--- src/core/ptdfm_pkg.sv ---
// constants, state layout and prescale table for the periodic tick divider
// and pll frequency modulation control block.
// assumes a 32-bit apb slave with word-aligned registers.
package ptdfm_pkg;

   // ==========================================================
   // register indices (byte address is four times the index)
   localparam logic [9:0] PTDFM_IDX_PLL_FM = 10'h03a;
   localparam logic [9:0] PTDFM_IDX_TICK = 10'h03b;
   localparam logic [9:0] PTDFM_IDX_CFG = 10'h040;
   localparam logic [9:0] PTDFM_IDX_STS = 10'h041;

   // ==========================================================
   // field positions
   localparam int PTDFM_FM_AMP_LSB = 4;
   localparam int PTDFM_FM_AMP_MSB = 5;
   localparam int PTDFM_TICK_DEC_BIT = 7;
   localparam int PTDFM_TICK_PRE_LSB = 4;
   localparam int PTDFM_TICK_PRE_MSB = 6;
   localparam int PTDFM_TICK_MOD_LSB = 0;
   localparam int PTDFM_TICK_MOD_MSB = 3;
   localparam int PTDFM_CFG_SRC_BIT = 0;
   localparam int PTDFM_CFG_PSTOP_BIT = 1;
   localparam int PTDFM_CFG_PLL_CLOCK_SELECT_BIT = 2;
   localparam int PTDFM_CFG_WPROT_BIT = 3;
   localparam int PTDFM_CFG_IRQEN_BIT = 4;
   localparam int PTDFM_STS_FLAG_BIT = 0;

   // ==========================================================
   // reset values and fixed counts
   localparam logic [1:0] PTDFM_FM_AMP_RST = 2'h0;
   localparam logic [7:0] PTDFM_TICK_RST = 8'h00;
   localparam logic PTDFM_PLL_CLOCK_SELECT_RST = 1'b1;
   localparam int PTDFM_FM_REF_DIV = 16;
   localparam logic [3:0] PTDFM_FM_HALF_LAST = 4'h7;
   localparam logic [3:0] PTDFM_FM_DIV_LAST = 4'hf;

   // ==========================================================
   // state of the block, registered as one word
   typedef struct packed {
      logic [1:0] fm_amp;
      logic [7:0] tick_ctrl;
      logic src_sel;
      logic pstop;
      logic pll_sel;
      logic wprot;
      logic irq_en;
      logic flag;
      logic osc_up;
      logic pll_lock;
      logic [17:0] pre_cnt;
      logic [3:0] mod_cnt;
      logic [3:0] fm_div;
      logic fm_wave;
      logic [31:0] prdata;
   } ptdfm_state_type;

   localparam ptdfm_state_type PTDFM_STATE_RST = '{
      fm_amp: PTDFM_FM_AMP_RST,
      tick_ctrl: PTDFM_TICK_RST,
      src_sel: 1'b0,
      pstop: 1'b0,
      pll_sel: PTDFM_PLL_CLOCK_SELECT_RST,
      wprot: 1'b0,
      irq_en: 1'b0,
      flag: 1'b0,
      osc_up: 1'b0,
      pll_lock: 1'b0,
      pre_cnt: 18'h00000,
      mod_cnt: 4'h0,
      fm_div: 4'h0,
      fm_wave: 1'b0,
      prdata: 32'h00000000
   };

   // ==========================================================
   // prescale divide; zero means the timer is off
   function automatic logic [17:0] ptdfm_prescale(input logic dec, input logic [2:0] code);
      logic [17:0] r;
      r = 18'h00000;
      if (dec) begin
         case (code)
            3'h0: r = 18'h003e8;
            3'h1: r = 18'h007d0;
            3'h2: r = 18'h01388;
            3'h3: r = 18'h02710;
            3'h4: r = 18'h04e20;
            3'h5: r = 18'h0c350;
            3'h6: r = 18'h186a0;
            default: r = 18'h30d40;
         endcase
      end else begin
         case (code)
            3'h0: r = 18'h00000;
            3'h1: r = 18'h00400;
            3'h2: r = 18'h00800;
            3'h3: r = 18'h01000;
            3'h4: r = 18'h02000;
            3'h5: r = 18'h04000;
            3'h6: r = 18'h08000;
            default: r = 18'h10000;
         endcase
      end
      return r;
   endfunction

endpackage

--- src/core/ptdfm_top.sv ---
// periodic tick timer with binary/decimal prescaler and pll frequency
// modulation control, behind a 32-bit apb slave.
// assumes all inputs are synchronous to pclk; the tick source clocks and
// the pll reference arrive as one-cycle enable pulses.
//
// The implementer's own choice: the APB register port.
`timescale 1ns/10ps
`default_nettype none

// Functional notes
// - fm register: amplitude bits 5:4, rest zero
// - fm write needs protect clear, pll select set
// - accepted fm write clears lock and osc-up
// - amplitude codes: off, 1, 2, 4 percent
// - modulation rate is reference divided by 16
// - tick source: rc clock or oscillator clock
// - stop halts counter unless pseudo-stop on oscillator
// - tick register writable anytime, unprotected
// - tick register write restarts timeout period
// - source select change restarts timeout period
// - bit 7 picks binary or decimal prescale
// - binary codes: off, then 2^10 to 2^16
// - modulus field multiplies prescale by value+1
// - binary code zero: timer off, no timeouts
// - decimal codes: 1k to 200k divides
// - interrupt request when flag and enable set
// - osc loss clears source select; set needs osc
module ptdfm_top (
   input wire logic pclk,
   input wire logic presetn,
   input wire logic psel,
   input wire logic penable,
   input wire logic pwrite,
   input wire logic [11:0] paddr,
   input wire logic [31:0] pwdata,
   input wire logic [3:0] pstrb,
   output logic [31:0] prdata,
   output logic pready,
   output logic pslverr,
   input wire logic irc_tick_in,
   input wire logic osc_tick_in,
   input wire logic ref_tick_in,
   input wire logic osc_ok_in,
   input wire logic pll_lock_in,
   input wire logic stop_mode_in,
   output logic tick_irq_out,
   output logic tick_source_select_out,
   output logic oscillator_up_status_out,
   output logic fm_enable_out,
   output logic [2:0] fm_spread_pct_out,
   output logic fm_mod_wave_out
);

   // ==========================================================
   // state registers and decode
   ptdfm_pkg::ptdfm_state_type st_ff;
   ptdfm_pkg::ptdfm_state_type nxt_st;

   logic acc_phase;
   logic setup_phase;
   logic addr_aligned;
   logic hit_fm;
   logic hit_tick;
   logic hit_cfg;
   logic hit_sts;
   logic mapped;
   logic wr_ok;
   logic fm_wr;
   logic tick_wr;
   logic cfg_wr;
   logic sts_wr;
   logic tick_restart;
   logic src_tick;
   logic tick_off;
   logic tick_run;
   logic pre_last;
   logic mod_last;
   logic timeout;
   logic fm_on;
   logic [17:0] presc;
   logic [31:0] rd_mux;

   // apb phase and address decode; misaligned addresses are unmapped
   assign acc_phase = psel & penable;
   assign setup_phase = psel & ~penable;
   assign addr_aligned = (paddr[1:0] == 2'h0);
   assign hit_fm = addr_aligned & (paddr[11:2] == ptdfm_pkg::PTDFM_IDX_PLL_FM);
   assign hit_tick = addr_aligned & (paddr[11:2] == ptdfm_pkg::PTDFM_IDX_TICK);
   assign hit_cfg = addr_aligned & (paddr[11:2] == ptdfm_pkg::PTDFM_IDX_CFG);
   assign hit_sts = addr_aligned & (paddr[11:2] == ptdfm_pkg::PTDFM_IDX_STS);
   assign mapped = hit_fm | hit_tick | hit_cfg | hit_sts;
   // only byte lane 0 carries register bits
   assign wr_ok = acc_phase & pwrite & pstrb[0];
   assign fm_wr = wr_ok & hit_fm & ~st_ff.wprot & st_ff.pll_sel;
   assign tick_wr = wr_ok & hit_tick;
   assign cfg_wr = wr_ok & hit_cfg;
   assign sts_wr = wr_ok & hit_sts;

   // tick counter controls, from the registered tick byte, config bits and the stop input
   assign src_tick = st_ff.src_sel ? osc_tick_in : irc_tick_in;
   assign presc = ptdfm_pkg::ptdfm_prescale(
      st_ff.tick_ctrl[ptdfm_pkg::PTDFM_TICK_DEC_BIT],
      st_ff.tick_ctrl[ptdfm_pkg::PTDFM_TICK_PRE_MSB:ptdfm_pkg::PTDFM_TICK_PRE_LSB]);
   assign tick_off = (presc == 18'h00000);
   // stop halts the count; only pseudo-stop on the oscillator keeps it alive
   assign tick_run = ~tick_off & (~stop_mode_in | (st_ff.pstop & st_ff.src_sel));
   assign pre_last = (st_ff.pre_cnt == (presc - 18'h00001));
   assign mod_last = (st_ff.mod_cnt ==
      st_ff.tick_ctrl[ptdfm_pkg::PTDFM_TICK_MOD_MSB:ptdfm_pkg::PTDFM_TICK_MOD_LSB]);
   assign fm_on = (st_ff.fm_amp != 2'h0);

   // read data multiplexer; unmapped reads give zero
   always_comb begin
      rd_mux = 32'h00000000;
      if (hit_fm) begin
         rd_mux = {26'h0, st_ff.fm_amp, 4'h0};
      end else if (hit_tick) begin
         rd_mux = {24'h0, st_ff.tick_ctrl};
      end else if (hit_cfg) begin
         rd_mux = {27'h0, st_ff.irq_en, st_ff.wprot, st_ff.pll_sel, st_ff.pstop,
            st_ff.src_sel};
      end else if (hit_sts) begin
         rd_mux = {29'h0, st_ff.pll_lock, st_ff.osc_up, st_ff.flag};
      end
   end

   // ==========================================================
   // next-state logic
   always_comb begin
      nxt_st = st_ff;
      tick_restart = 1'b0;
      timeout = 1'b0;
      // status bits follow their inputs; the documented write clear wins
      nxt_st.osc_up = fm_wr ? 1'b0 : osc_ok_in;
      nxt_st.pll_lock = fm_wr ? 1'b0 : pll_lock_in;
      if (fm_wr) begin
         nxt_st.fm_amp = pwdata[ptdfm_pkg::PTDFM_FM_AMP_MSB:ptdfm_pkg::PTDFM_FM_AMP_LSB];
      end
      if (cfg_wr) begin
         nxt_st.src_sel = pwdata[ptdfm_pkg::PTDFM_CFG_SRC_BIT];
         nxt_st.pstop = pwdata[ptdfm_pkg::PTDFM_CFG_PSTOP_BIT];
         nxt_st.pll_sel = pwdata[ptdfm_pkg::PTDFM_CFG_PLL_CLOCK_SELECT_BIT];
         nxt_st.wprot = pwdata[ptdfm_pkg::PTDFM_CFG_WPROT_BIT];
         nxt_st.irq_en = pwdata[ptdfm_pkg::PTDFM_CFG_IRQEN_BIT];
      end
      // source select survives only while the oscillator is up
      nxt_st.src_sel = nxt_st.src_sel & nxt_st.osc_up;
      if (tick_wr) begin
         nxt_st.tick_ctrl = pwdata[7:0];
      end
      // a restart wipes the count before any tick is counted
      tick_restart = tick_wr | (nxt_st.src_sel != st_ff.src_sel);
      timeout = tick_run & src_tick & pre_last & mod_last & ~tick_restart;
      if (tick_restart) begin
         nxt_st.pre_cnt = 18'h00000;
         nxt_st.mod_cnt = 4'h0;
      end else if (tick_run & src_tick) begin
         if (pre_last) begin
            nxt_st.pre_cnt = 18'h00000;
            nxt_st.mod_cnt = mod_last ? 4'h0 : (st_ff.mod_cnt + 4'h1);
         end else begin
            nxt_st.pre_cnt = st_ff.pre_cnt + 18'h00001;
         end
      end
      // timeout set beats a software clear in the same cycle
      if (timeout) begin
         nxt_st.flag = 1'b1;
      end else if (sts_wr & pwdata[ptdfm_pkg::PTDFM_STS_FLAG_BIT]) begin
         nxt_st.flag = 1'b0;
      end
      // modulation wave: high for the upper half of a 16-tick reference cycle
      if (!fm_on) begin
         nxt_st.fm_div = 4'h0;
         nxt_st.fm_wave = 1'b0;
      end else if (ref_tick_in) begin
         nxt_st.fm_div = st_ff.fm_div + 4'h1;
         nxt_st.fm_wave = nxt_st.fm_div[3];
      end
      // read data is captured in the setup cycle so prdata comes from a flop
      if (setup_phase) begin
         nxt_st.prdata = rd_mux;
      end
   end

   // single register stage for the whole state
   always_ff @(posedge pclk or negedge presetn) begin
      if (!presetn) begin
         st_ff <= ptdfm_pkg::PTDFM_STATE_RST;
      end else begin
         st_ff <= nxt_st;
      end
   end

   // ==========================================================
   // outputs
   assign prdata = st_ff.prdata;
   assign pready = 1'b1; // zero wait states
   assign pslverr = acc_phase & ~mapped;
   assign tick_irq_out = st_ff.flag & st_ff.irq_en;
   assign tick_source_select_out = st_ff.src_sel;
   assign oscillator_up_status_out = st_ff.osc_up;
   assign fm_enable_out = fm_on;
   assign fm_mod_wave_out = st_ff.fm_wave;

   // amplitude decode in percent of vco frequency
   always_comb begin
      case (st_ff.fm_amp)
         2'h0: fm_spread_pct_out = 3'h0;
         2'h1: fm_spread_pct_out = 3'h1;
         2'h2: fm_spread_pct_out = 3'h2;
         default: fm_spread_pct_out = 3'h4;
      endcase
   end
endmodule

`default_nettype wire

--- config.mk ---
export PLATFORM = sky130hd
export DESIGN_NAME = ptdfm_top
export DESIGN_NICKNAME = d
export VERILOG_FILES = /design/src/core/ptdfm_pkg.sv /design/src/core/ptdfm_top.sv
export SDC_FILE = /design/constraint.sdc
export NUM_CORES = 1
export LEC_CHECK = 0
export BUFFER_PORTS_ARGS = -buffer_cell sky130_fd_sc_hd__buf_2
export CORE_UTILIZATION = 25
export DETAILED_ROUTE_END_ITERATION = 6
export GPL_TIMING_DRIVEN = 0
export PLACE_DENSITY = 0.53
export SLEW_MARGIN = 25
export SYNTH_ARGS = -nofsm -noshare
export SYNTH_HDL_FRONTEND = slang
export SYNTH_SLANG_ARGS = --single-unit
export TNS_END_PERCENT = 30
--- constraint.sdc ---
create_clock -name pclk -period 4.02 [get_ports pclk]
set_clock_uncertainty 0.15 [all_clocks]
set_input_delay 0.402 -clock pclk [delete_from_list [all_inputs] [get_ports pclk]]
set_output_delay 0.402 -clock pclk [all_outputs]
set_load 0.05 [all_outputs]
==> results of run 1 <==
[flip-flops by register name (all words and copies together), names as in the netlist]
register and flops:
prdata 8, tick_source_select_out 1, st_ff 42, oscillator_up_status_out 1
[metal layers]
| layer | vias to the layer above | part of all wire (%) | GRT usage (%) |
|---|---|---|---|
| met1 | 1756 | 49 | 19.3 |
| met4 | 0 | 1.8 | 4.39 |
| met2 | 109 | 45 | 21.3 |
| met3 | 21 | 4.3 | 2.49 |
| met5 | - | 0 | 0 |
| li1 | 1740 | - | - |
[worst register-to-register path: stages, from the launching register on]
cell and delay [ns]:
dfrtp_2 0.41, buf_4 0.20, buf_4 0.21, clkinvlp_4 0.17, ha_4 0.21, nand2_1 0.12
ha_2 0.24, or4b_1 0.46, nor4b_1 0.17, a2111oi_2 0.60, a211oi_1 0.17, o2111ai_4 0.17
nand3_4 0.17, o311ai_1 0.30
[layout by cell type, fill, tap and decap left out, types with 5 or more instances in the layout]
cell type and count:
nor3_1 7, nand4_1 10, nand2b_1 9, o21ai_0 16, nor2_1 30, mux2_2 7, clkbuf_16 5, a21oi_1 19
buf_2 50, and2_1 10, xnor2_1 14, xor2_1 9, buf_4 47, clkbuf_1 11, a31oi_1 7, nor2b_1 5
or3_1 7, and4_1 5, nand3_1 17, inv_1 8, nand2_1 50, conb_1 25, dfrtp_1 49, and3_1 8
[report_power, final]
group | switching (mW) | total (mW) | leakage [nW] | internal [mW]
clock network | 0.211 | 0.446 | 0.0680 | 0.236
registers | 0.0389 | 0.591 | 0.665 | 0.552
logic | 0.151 | 0.239 | 1.39 | 0.0880
total | 0.401 | 1.28 | 2.12 | 0.876
[cell type report]
class,instances,area [sq um]
Clock inverter,3,26.3
Tap cell,188,235
Sequential cell,52,1310
Multi-Input combinational cell,352,2400
Timing Repair Buffer,55,295
Clock buffer,5,125
Buffer,56,369
Inverter,10,41.3
Fill cell,1577,10400
[worst max path at each step]
stage | endpoint | slack, ns | cells past startpoint
finish | st_ff[57]$_DFFE_PN0P_ | 0.15 | 13
global route | st_ff[57]$_DFFE_PN0P_ | -0.04 | 13
floorplan | st_ff[38]$_DFFE_PN0P_ | 0.47 | 14
detailed placement | st_ff[37]$_DFFE_PN0P_ | -0.20 | 14
CTS | st_ff[48]$_DFFE_PN0P_ | 0.01 | 13
global placement | st_ff[52]$_DFFE_PN0P_ | -0.12 | 14
[metrics by stage]
step           util [%]  worst slack (ns)
6_report           31.7             0.152
4_1_cts            30.8            0.0139
5_1_grt            31.7           -0.0379
3_3_place_gp       29.3            -0.124
3_5_place_dp       29.3            -0.199
2_1_floorplan         -             0.473
[cells by family (layout without fill, tap and decap cells)]
family | count (synthesis) | after routing | share of synthesized area, %
simple gates | 192 | 192 | 27.7
compound gates | 96 | 97 | 18.3
buf+inv | 66 | 129 | 10.5
flops | 52 | 52 | 33.6
xor+xnor | 23 | 23 | 5.20
mux | 9 | 9 | 2.55
fa+ha+maj | 6 | 6 | 1.94
other cells | 2 | 25 | 0.194
[timing repair]
item / CTS / global route
cloned: 1 / 0
buffers inserted: 3 / 4
endpoints found under the hold margin: 0 / 0
pin swaps: 1 / 4
resized for setup: 7 / 17
setup endpoints to repair: 21 / 23
==> qor.csv, run 1 <==
stage;metric;value;unit
job;Max-Cap Viols;0;
synth;Synth Warn #;0;
synth;cell area after synthesis;3870;sq um
sta;fin crit period;3.87;ns
synth;top_reg_cell synth;dfrtp_1;
global_route;vias in the first global route;3482;
clock_tree;CTS clk-pin slew, worst paths;0.08;ns
clock_tree;clock root buffer;clkbuf_16;
placed_design;routability cong.;0.833;
global_route;antenna violations before repair;0;
power_and_ir_drop;Total Power;1.28;mW
critical_path;crit path from;st_ff[71]$_DFFE_PN0P_;
synth;top cells by instance count after synthesis;dfrtp_1 (51), nand2_1 (51), buf_4 (39);
critical_path;startpoint type of the worst setup path;flop;
floorplanning;# rows;45;
floorplanning;Starting Density;25.6;%
sta;# setup viols final;0;
sta;actual slew at the worst max-slew pin;0.868;ns
global_route;Tot GR Track Use;13.8;%
cells_and_area;Finished Cell Area;4790;sq um
critical_path;Worst R2R End;st_ff[57]$_DFFE_PN0P_;
critical_path;Crit. End Element;flop;
critical_path;Critical R2R Launch;st_ff[71]$_DFFE_PN0P_;
synth;Avg Cell Area, Syn;8.68;sq um
cells_and_area;layout cell share with drive strength beyond 1;27.6;%
sta;crit share post-route;96.2;%
clock_tree;CTS HTree Levels;2;
hold_path;Hold Crit Class;in -> async;
status;status;finished with violations;
critical_path;Setup CP Type;reg -> reg;
critical_path;Buf+Inv Stages, Crit Path;3;
critical_path;Worst Path Max Fanout;10;
floorplanning;I/O pin total;101;
cells_and_area;fin cells;721;
drt;Post-Route WL;10900;um
synth;register area share after synthesis;33.6;%
power_and_ir_drop;Peak VDD IR;176;uV
clock_tree;clock buffer count from CTS;5;
clock_tree;clock latency on the worst-skew pair;0.30;ns
clock_tree;CTS tree;built;
global_route;largest net degree at the start of global routing;53;
placed_design;Area after DPL;4440;sq um
clock_tree;# clock sinks;52;
drt;drt first pass iters;7;
critical_path;Critical Path AT;3.91;ns
drt;WL per Instance;15.2;um
synth;Yosys top cell area share;33.0;%
critical_path;CP dominant cell by count;buf_4;
sta;Final Slew Violations;0;
clock_tree;CTS hold repair buffers;0;
placed_design;dpl cells;705;
floorplanning;CORE AREA;15100;sq um
floorplanning;Die Y;126;um
drt;Vias/cell;5.03;
cells_and_area;area growth from synthesis to layout;23.9;%
drt;Iter 0 DRT Violations;319;
power_and_ir_drop;Pleak;2.12;nW
synth;Post-synth EDFFs;0;
synth;cell taking the most area after synthesis;dfrtp_1;
sta;fmax;259;MHz
synth;top cells by area, synth;dfrtp_1 (33%), buf_4 (7.6%), nand2_1 (4.9%);
critical_path;Worst path max stage delay;0.60;ns
global_route;first-pass GRT wire length;17800;um
sta;final hold vios;9;
sta;Worst slew margin;41.6;%
cells_and_area;n_diodes;0;
placed_design;DPL Wire Length;8110;um
floorplanning;die width;126;um
critical_path;R2R cell count;13;
floorplanning;Die ar.;16000;sq um
status;failing checks;negative hold slack;
critical_path;CP max stage cell;a2111oi_2;
drt;routed vias;3626;
sta;Hold WS;-0.0190;ns
critical_path;reg-to-reg slack, setup;0.15;ns
power_and_ir_drop;Pwr Density;266;nW/um^2
drt;DRC violations left;0;
critical_path;critical path's top delay family;compound AO/OA/AOI/OAI gates;
synth;Yosys cell types;71;
cells_and_area;layout net count;597;
clock_tree;Clock Path Buffers;2;
sta;Post-Route Setup TNS;0;ns
synth;Post-Syn Instances;446;
synth;Seq cells post-synth;52;
drt;Post-DRT Antenna Nets;0;
critical_path;crit path cell chain;buf_4 > buf_4 > clkinvlp_4 > ha_4 > nand2_1 > ha_2 > or4b_1 > nor4b_1 > a2111oi_2 > a211oi_1 > o2111ai_4 > nand3_4 > o311ai_1;
critical_path;Data required, critical path;4.06;ns
global_route;GRT overflow;0;
synth;Async SR Flop Fraction;100;%
placed_design;IO Port Bufs;48;
(Power assumes the default switching activity.)
==> run 2: changes to the inputs <==
--- a/config.mk
+++ b/config.mk
@@ -5,11 +5,11 @@
 export SDC_FILE = /design/constraint.sdc
 export NUM_CORES = 1
 export LEC_CHECK = 0
-export BUFFER_PORTS_ARGS = -buffer_cell sky130_fd_sc_hd__buf_2
 export CORE_UTILIZATION = 25
 export DETAILED_ROUTE_END_ITERATION = 6
+export DONT_BUFFER_PORTS = 1
 export GPL_TIMING_DRIVEN = 0
-export PLACE_DENSITY = 0.53
+export PLACE_DENSITY = 0.47
 export SLEW_MARGIN = 25
 export SYNTH_ARGS = -nofsm -noshare
 export SYNTH_HDL_FRONTEND = slang
==> run 2 against run 1 <==
Effect of this change:
- the run now ends clean
- flip-flop and latch count unchanged
- combinational power decreased by 11%
- via count decreased by 7.0%
- die area unchanged
- total power is 2.6% lower
- maximum frequency up 0.98%
- worst setup slack better by 0.037 ns
- critical path type unchanged
- largest cell class unchanged
- largest power group unchanged
- highest routed layer unchanged
==> qor.csv, run 2 (synthesized netlist as in run 1, its figures left out) <==
stage;metric;value;unit;change
cells_and_area;layout cell share with drive strength beyond 1;18.9;%;was 27.6%
cells_and_area;most frequent cells in the layout;nand2_1 (50), dfrtp_1 (49), buf_4 (41), nor2_1 (30), conb_1 (25);;was buf_2 (50), nand2_1 (50), dfrtp_1 (49), buf_4 (47), nor2_1 (30)
placed_design;DPL Wire Length;8170;um;was 8110 um
global_route;antenna violations before repair;0;;unchanged
cells_and_area;multi-input logic area;2340;sq um;was 2400 sq um
status;status;finished, final reports clean;;was finished with violations
power_and_ir_drop;Sw Ratio;30.7;%;was 31.4%
power_and_ir_drop;Pwr Density;276;nW/um^2;was 266 nW/um^2
cells_and_area;final core utilization;29.7;%;was 31.7%
cells_and_area;max reg flops;42;;unchanged
power_and_ir_drop;Comb pwr share;17.1;%;was 18.8%
clock_tree;clock root buffer;clkbuf_16;;unchanged
drt;Iter 0 DRT Violations;230;;was 319
critical_path;Data required, critical path;4.06;ns;about the same
power_and_ir_drop;Seq pwr share;47.7;%;was 46.3%
cells_and_area;Seq. cell area;1310;sq um;unchanged
floorplanning;# rows;45;;unchanged
cells_and_area;n_diodes;0;;unchanged
cells_and_area;area growth from synthesis to layout;16.1;%;was 23.9%
job;Max-Cap Viols;0;;unchanged
global_route;Tot GR Track Use;13.8;%;about the same
power_and_ir_drop;Total Power;1.24;mW;was 1.28 mW
floorplanning;Die ar.;16000;sq um;unchanged
cells_and_area;largest register by flop count;st_ff;;unchanged
placed_design;routability cong.;0.815;;was 0.833
cells_and_area;Fillers;1581;;was 1577
sta;final hold vios;0;;was 9
power_and_ir_drop;Pleak;1.88;nW;was 2.12 nW
critical_path;crit path from;st_ff[71]$_DFFE_PN0P_;;unchanged
global_route;first-pass GRT wire length;17500;um;was 17800 um
drt;DRC violations left;0;;unchanged
clock_tree;clock latency on the worst-skew pair;0.30;ns;about the same
drt;WL met2;5110;um;was 4920 um
power_and_ir_drop;switching power;381;uW;was 401 uW
sta;fin crit period;3.83;ns;was 3.87 ns
floorplanning;I/O pin total;101;;unchanged
global_route;largest net degree at the start of global routing;53;;unchanged
hold_path;Hold Crit Class;in -> reg;;was in -> async
clock_tree;# clock sinks;52;;unchanged
drt;DR WL met3;448;um;was 471 um
floorplanning;die width;126;um;unchanged
floorplanning;CORE AREA;15100;sq um;unchanged
placed_design;IO Port Bufs;0;;was 48
sta;unrepaired setup endpoints after global routing;no;;
critical_path;Critical Path AT;3.87;ns;was 3.91 ns
sta;actual slew at the worst max-slew pin;0.942;ns;was 0.868 ns
drt;Post-Route WL;10700;um;was 10900 um
sta;Worst slew margin;37.1;%;was 41.6%
sta;fmax;261;MHz;was 259 MHz
power_and_ir_drop;Peak VDD IR;145;uV;was 176 uV
drt;wl on met1;5050;um;was 5350 um
clock_tree;CTS tree;built;;unchanged
global_route;vias in the first global route;3222;;was 3482
clock_tree;Clock Path Buffers;2;;unchanged
drt;Top Metal Used;met4;;unchanged
hold_path;HP Start;pwdata[1];;
critical_path;Critical R2R Launch;st_ff[71]$_DFFE_PN0P_;;unchanged
global_route;GRT overflow;0;;unchanged
floorplanning;Die Y;126;um;unchanged
power_and_ir_drop;Pint;862;uW;was 876 uW
drt;Vias/cell;5.04;;was 5.03
floorplanning;Starting Density;25.6;%;unchanged
critical_path;Crit. End Element;flop;;unchanged
sta;# setup viols final;0;;unchanged
drt;WL per Instance;16.1;um;was 15.2 um
drt;drt first pass iters;4;;was 7
cells_and_area;commonest non-fill, non-tap cell in the layout;nand2_1;;
critical_path;Setup CP Type;reg -> reg;;unchanged
drt;Post-DRT Antenna Nets;0;;unchanged
drt;routed vias;3372;;was 3626
sta;Final Slew Violations;0;;unchanged
critical_path;Worst Path Max Fanout;10;;unchanged
cells_and_area;layout net count;545;;was 597
clock_tree;CTS HTree Levels;2;;unchanged
power_and_ir_drop;Clock power frac;35.2;%;was 34.9%
critical_path;startpoint type of the worst setup path;flop;;unchanged
clock_tree;clock buffer count from CTS;5;;unchanged
sta;crit share post-route;95.3;%;was 96.2%
clock_tree;CTS clk-pin slew, worst paths;0.07;ns;was 0.08 ns
[run 2: what timing repair did]
item                                    CTS  global route
endpoints found under the setup margin   22            21
hold endpoints to repair                 52             0
buffers inserted                          1             1
pin swaps                                 2             3
hold buffers                              2             0
resized for setup                         9            11
[run 2: power by group through the flow]
| stage | Sequential [mW] | Clock [mW] | Combinational (mW) |
|---|---|---|---|
| global placement | 0.602 | 0 | 0.191 |
| detailed placement | 0.603 | 0 | 0.193 |
| floorplan | 0.589 | 0 | 0.172 |
| global route | 0.597 | 0.466 | 0.234 |
| finish | 0.593 | 0.437 | 0.213 |
| CTS | 0.593 | 0.450 | 0.211 |
[run 2: through the flow]
stage | setup TNS, ns | hold WS, ns | setup WS (ns) | cells | area [sq um]
floorplan | 0 | -0.0436 | 0.473 | 469 | 3960
global placement | -3.60 | -0.0406 | -0.231 | 657 | 4190
detailed placement | -5.14 | -0.0404 | -0.310 | 657 | 4200
CTS | 0 | 0.0482 | 0.000921 | 668 | 4430
global route | 0 | 0.0587 | 0.00978 | 669 | 4500
finish | 0 | 0.0540 | 0.189 | 669 | 4500
[run 2: layout make-up]
class,count,area share (%)
multi-input combinational,351,52.1
tap,188,5.23
timing repair buffer,4,1.17
clock buffer,6,2.87
sequential,52,29.0
inverter,10,1.00
buffer,56,8.27
clock inverter,2,0.362
[run 2: path summary, 6_finish.rpt]
check	to	slack [ns]	depth (start not counted)
setup / recovery	st_ff[55]$_DFFE_PN0P_	0.19	13
hold / removal	st_ff[68]$_DFFE_PN0P_	0.05	2
setup reg to reg	st_ff[55]$_DFFE_PN0P_	0.19	13
hold reg to reg	prdata[4]$_DFFE_PN0P_	0.33	2
max in group asynchronous	st_ff[64]$_DFFE_PN1P_	2.92	2
min in group asynchronous	st_ff[45]$_DFFE_PN0P_	0.52	2
[run 2: per-layer routing]
layer,up-vias,GRT usage (%)
met1,1648,18.6
met2,75,22.7
met5,-,0
met4,0,4.18
li1,1639,-
met3,10,2.19
[run 2: critical path, stage by stage, from the launching register on]
cell and delay (ns):
dfrtp_2 0.42, buf_4 0.21, buf_4 0.21, clkinvlp_4 0.17, ha_4 0.22, nand2_1 0.12, ha_2 0.24, or4b_1 0.47
nor4b_1 0.18, a2111oi_2 0.53, a211oi_1 0.15, o2111ai_4 0.18, nand3_4 0.17, o311ai_1 0.31
==> run 3: changes to the inputs <==
--- a/config.mk
+++ b/config.mk
@@ -5,11 +5,13 @@
 export SDC_FILE = /design/constraint.sdc
 export NUM_CORES = 1
 export LEC_CHECK = 0
+export CELL_PAD_IN_SITES_DETAIL_PLACEMENT = 0
+export CELL_PAD_IN_SITES_GLOBAL_PLACEMENT = 2
 export CORE_UTILIZATION = 25
 export DETAILED_ROUTE_END_ITERATION = 6
 export DONT_BUFFER_PORTS = 1
 export GPL_TIMING_DRIVEN = 0
-export PLACE_DENSITY = 0.47
+export PLACE_DENSITY = 0.66
 export SLEW_MARGIN = 25
 export SYNTH_ARGS = -nofsm -noshare
 export SYNTH_HDL_FRONTEND = slang
==> run 3 against run 2 <==
Effect of this change:
- clock power rose by 3%
- maximum frequency is 0.28% higher
- count of clock-buffer cells in the layout decreased by 1
- final area up 2.0%
- critical endpoint is now st_ff[39]$_DFFE_PN0P_
- register-to-register slack is essentially flat
- routed wire length grew 6.3%
- sequential power is essentially flat
- largest power group unchanged
- highest routed layer unchanged
- flip-flop and latch count unchanged
- non-clock buffer count up 2
- global-route usage increased by 0.62 points
- sequential share of layout area decreased by 0.57 points
==> qor.csv, run 3 (synthesized netlist as in run 1, its figures left out) <==
stage;metric;value;unit;change
sta;final hold vios;0;;unchanged
clock_tree;CTS clk-pin slew, worst paths;0.08;ns;was 0.07 ns
sta;actual slew at the worst max-slew pin;0.941;ns;was 0.942 ns
clock_tree;clock latency on the worst-skew pair;0.30;ns;about the same
cells_and_area;commonest non-fill, non-tap cell in the layout;nand2_1;;unchanged
clock_tree;clock root buffer;clkbuf_16;;unchanged
floorplanning;Die ar.;16000;sq um;unchanged
floorplanning;I/O pin total;101;;unchanged
clock_tree;Clock Path Buffers;2;;unchanged
floorplanning;# rows;45;;unchanged
placed_design;DPL Wire Length;8260;um;was 8170 um
sta;Post-Route Setup TNS;0;ns;unchanged
sta;Worst slew margin;36.7;%;was 37.1%
cells_and_area;largest register by flop count;st_ff;;unchanged
clock_tree;# clock sinks;52;;unchanged
cells_and_area;layout cell share with drive strength beyond 1;19.8;%;was 18.9%
power_and_ir_drop;Pwr Density;276;nW/um^2;about the same
drt;Vias/cell;5.06;;was 5.04
cells_and_area;layout net count;548;;was 545
critical_path;startpoint type of the worst setup path;flop;;unchanged
status;status;finished, final reports clean;;unchanged
critical_path;Crit. End Element;flop;;unchanged
critical_path;reg-to-reg slack, setup;0.20;ns;was 0.19 ns
cells_and_area;max reg flops;42;;unchanged
global_route;GRT overflow;0;;unchanged
floorplanning;die width;126;um;unchanged
job;Max-Cap Viols;0;;unchanged
sta;fmax;262;MHz;was 261 MHz
clock_tree;clock buffer count from CTS;5;;unchanged
sta;Final Slew Violations;0;;unchanged
drt;Post-Route WL;11400;um;was 10700 um
drt;Post-DRT Antenna Nets;0;;unchanged
critical_path;Critical Path AT;3.82;ns;was 3.87 ns
cells_and_area;n_diodes;0;;unchanged
cells_and_area;most frequent cells in the layout;nand2_1 (50), dfrtp_1 (49), buf_4 (43), nor2_1 (30), conb_1 (25);;was nand2_1 (50), dfrtp_1 (49), buf_4 (41), nor2_1 (30), conb_1 (25)
critical_path;Worst Path Max Fanout;10;;unchanged
sta;fin crit period;3.82;ns;was 3.83 ns
global_route;vias in the first global route;3223;;was 3222
global_route;largest net degree at the start of global routing;53;;unchanged
power_and_ir_drop;Peak VDD IR;145;uV;about the same
drt;WL per Instance;17.0;um;was 16.1 um
floorplanning;CORE AREA;15100;sq um;unchanged
drt;drt first pass iters;4;;unchanged
global_route;antenna violations before repair;0;;unchanged
floorplanning;Die Y;126;um;unchanged
drt;routed vias;3402;;was 3372
drt;Iter 0 DRT Violations;175;;was 230
power_and_ir_drop;Pleak;1.91;nW;was 1.88 nW
sta;crit share post-route;95.0;%;was 95.3%
global_route;Tot GR Track Use;14.4;%;was 13.8%
placed_design;IO Port Bufs;0;;unchanged
placed_design;routability cong.;0.780;;was 0.815
critical_path;Setup CP Type;reg -> reg;;unchanged
sta;# setup viols final;0;;unchanged
floorplanning;Starting Density;25.6;%;unchanged
critical_path;Data required, critical path;4.02;ns;was 4.06 ns
drt;DRC violations left;0;;unchanged
cells_and_area;area growth from synthesis to layout;18.5;%;was 16.1%
clock_tree;CTS HTree Levels;2;;unchanged
clock_tree;CTS tree;built;;unchanged
global_route;first-pass GRT wire length;18200;um;was 17500 um
cells_and_area;final core utilization;30.3;%;was 29.7%
hold_path;Hold Crit Class;in -> reg;;unchanged
-- run 3: critical path: stages, from the launching register on --
cell        delay (ns)
dfrtp_2           0.45
buf_4             0.20
buf_4             0.19
clkinvlp_4        0.13
ha_4              0.18
nand2_1           0.10
ha_1              0.28
clkbuf_4          0.22
and4b_1           0.27
a2111oi_4         0.38
a2111oi_4         0.09
a2111oi_4         0.29
buf_4             0.20
o2111ai_2         0.19
o211ai_1          0.25
o31ai_1           0.09
-- run 3: cell type report --
| class | instances | area, sq um |
|---|---|---|
| plain buffers | 56 | 372 |
| clock buffers | 5 | 125 |
| multi-input cells | 352 | 2410 |
| well taps | 188 | 235 |
| clock inverters | 3 | 27.5 |
| fillers | 1596 | 10600 |
| inverters | 10 | 45.0 |
| flip-flops and latches | 52 | 1310 |
| repair buffers | 6 | 67.6 |
-- run 3: metal layers --
layer  global-route usage, %  routed length, um  share of wire [%]
met2                    24.1               5500                 48
met3                    1.94                363                3.2
met4                    4.32                161                1.4
met1                    19.4               5400                 47
met5                       0                  0                  0
-- run 3: final timing paths --
check,startpoint,to,depth (start not counted)
worst min register to register,prdata[5]$_DFFE_PN0P_,prdata[5]$_DFFE_PN0P_,2
worst max-delay path,st_ff[71]$_DFFE_PN0P_,st_ff[39]$_DFFE_PN0P_,15
worst min-delay path,pwdata[0],st_ff[67]$_DFFE_PN0P_,2
max in group asynchronous,presetn,st_ff[64]$_DFFE_PN1P_,2
worst max register to register,st_ff[71]$_DFFE_PN0P_,st_ff[39]$_DFFE_PN0P_,15
min in group asynchronous,presetn,st_ff[50]$_DFFE_PN0P_,2
-- run 3: repair_timing --
item	4_1_cts	5_1_grt
gates cloned	1	0
buffers inserted	2	2
hold endpoints to repair	52	0
pin swaps	2	3
setup endpoints to repair	22	23
hold buffers	2	0
resized for setup	10	16
-- run 3: power by group --
group | switching [mW] | internal [mW] | total [mW] | leakage, nW
Combinational | 0.140 | 0.0810 | 0.221 | 1.17
Sequential | 0.0410 | 0.552 | 0.593 | 0.665
Clock | 0.213 | 0.237 | 0.450 | 0.0719
Total | 0.395 | 0.870 | 1.26 | 1.91
-- run 3: through the flow --
stage / std cells / setup slack [ns] / total power, mW / hold WS [ns] / cell area, sq um
3_5_place_dp: 657 / -0.330 / 0.798 / -0.0392 / 4200
3_3_place_gp: 657 / -0.269 / 0.796 / -0.0390 / 4190
5_1_grt: 672 / -0.0277 / 1.33 / 0.0617 / 4590
6_report: 672 / 0.200 / 1.26 / 0.0656 / 4590
4_1_cts: 670 / 0.00863 / 1.28 / 0.0568 / 4470
2_1_floorplan: 469 / 0.473 / 0.761 / -0.0436 / 3960
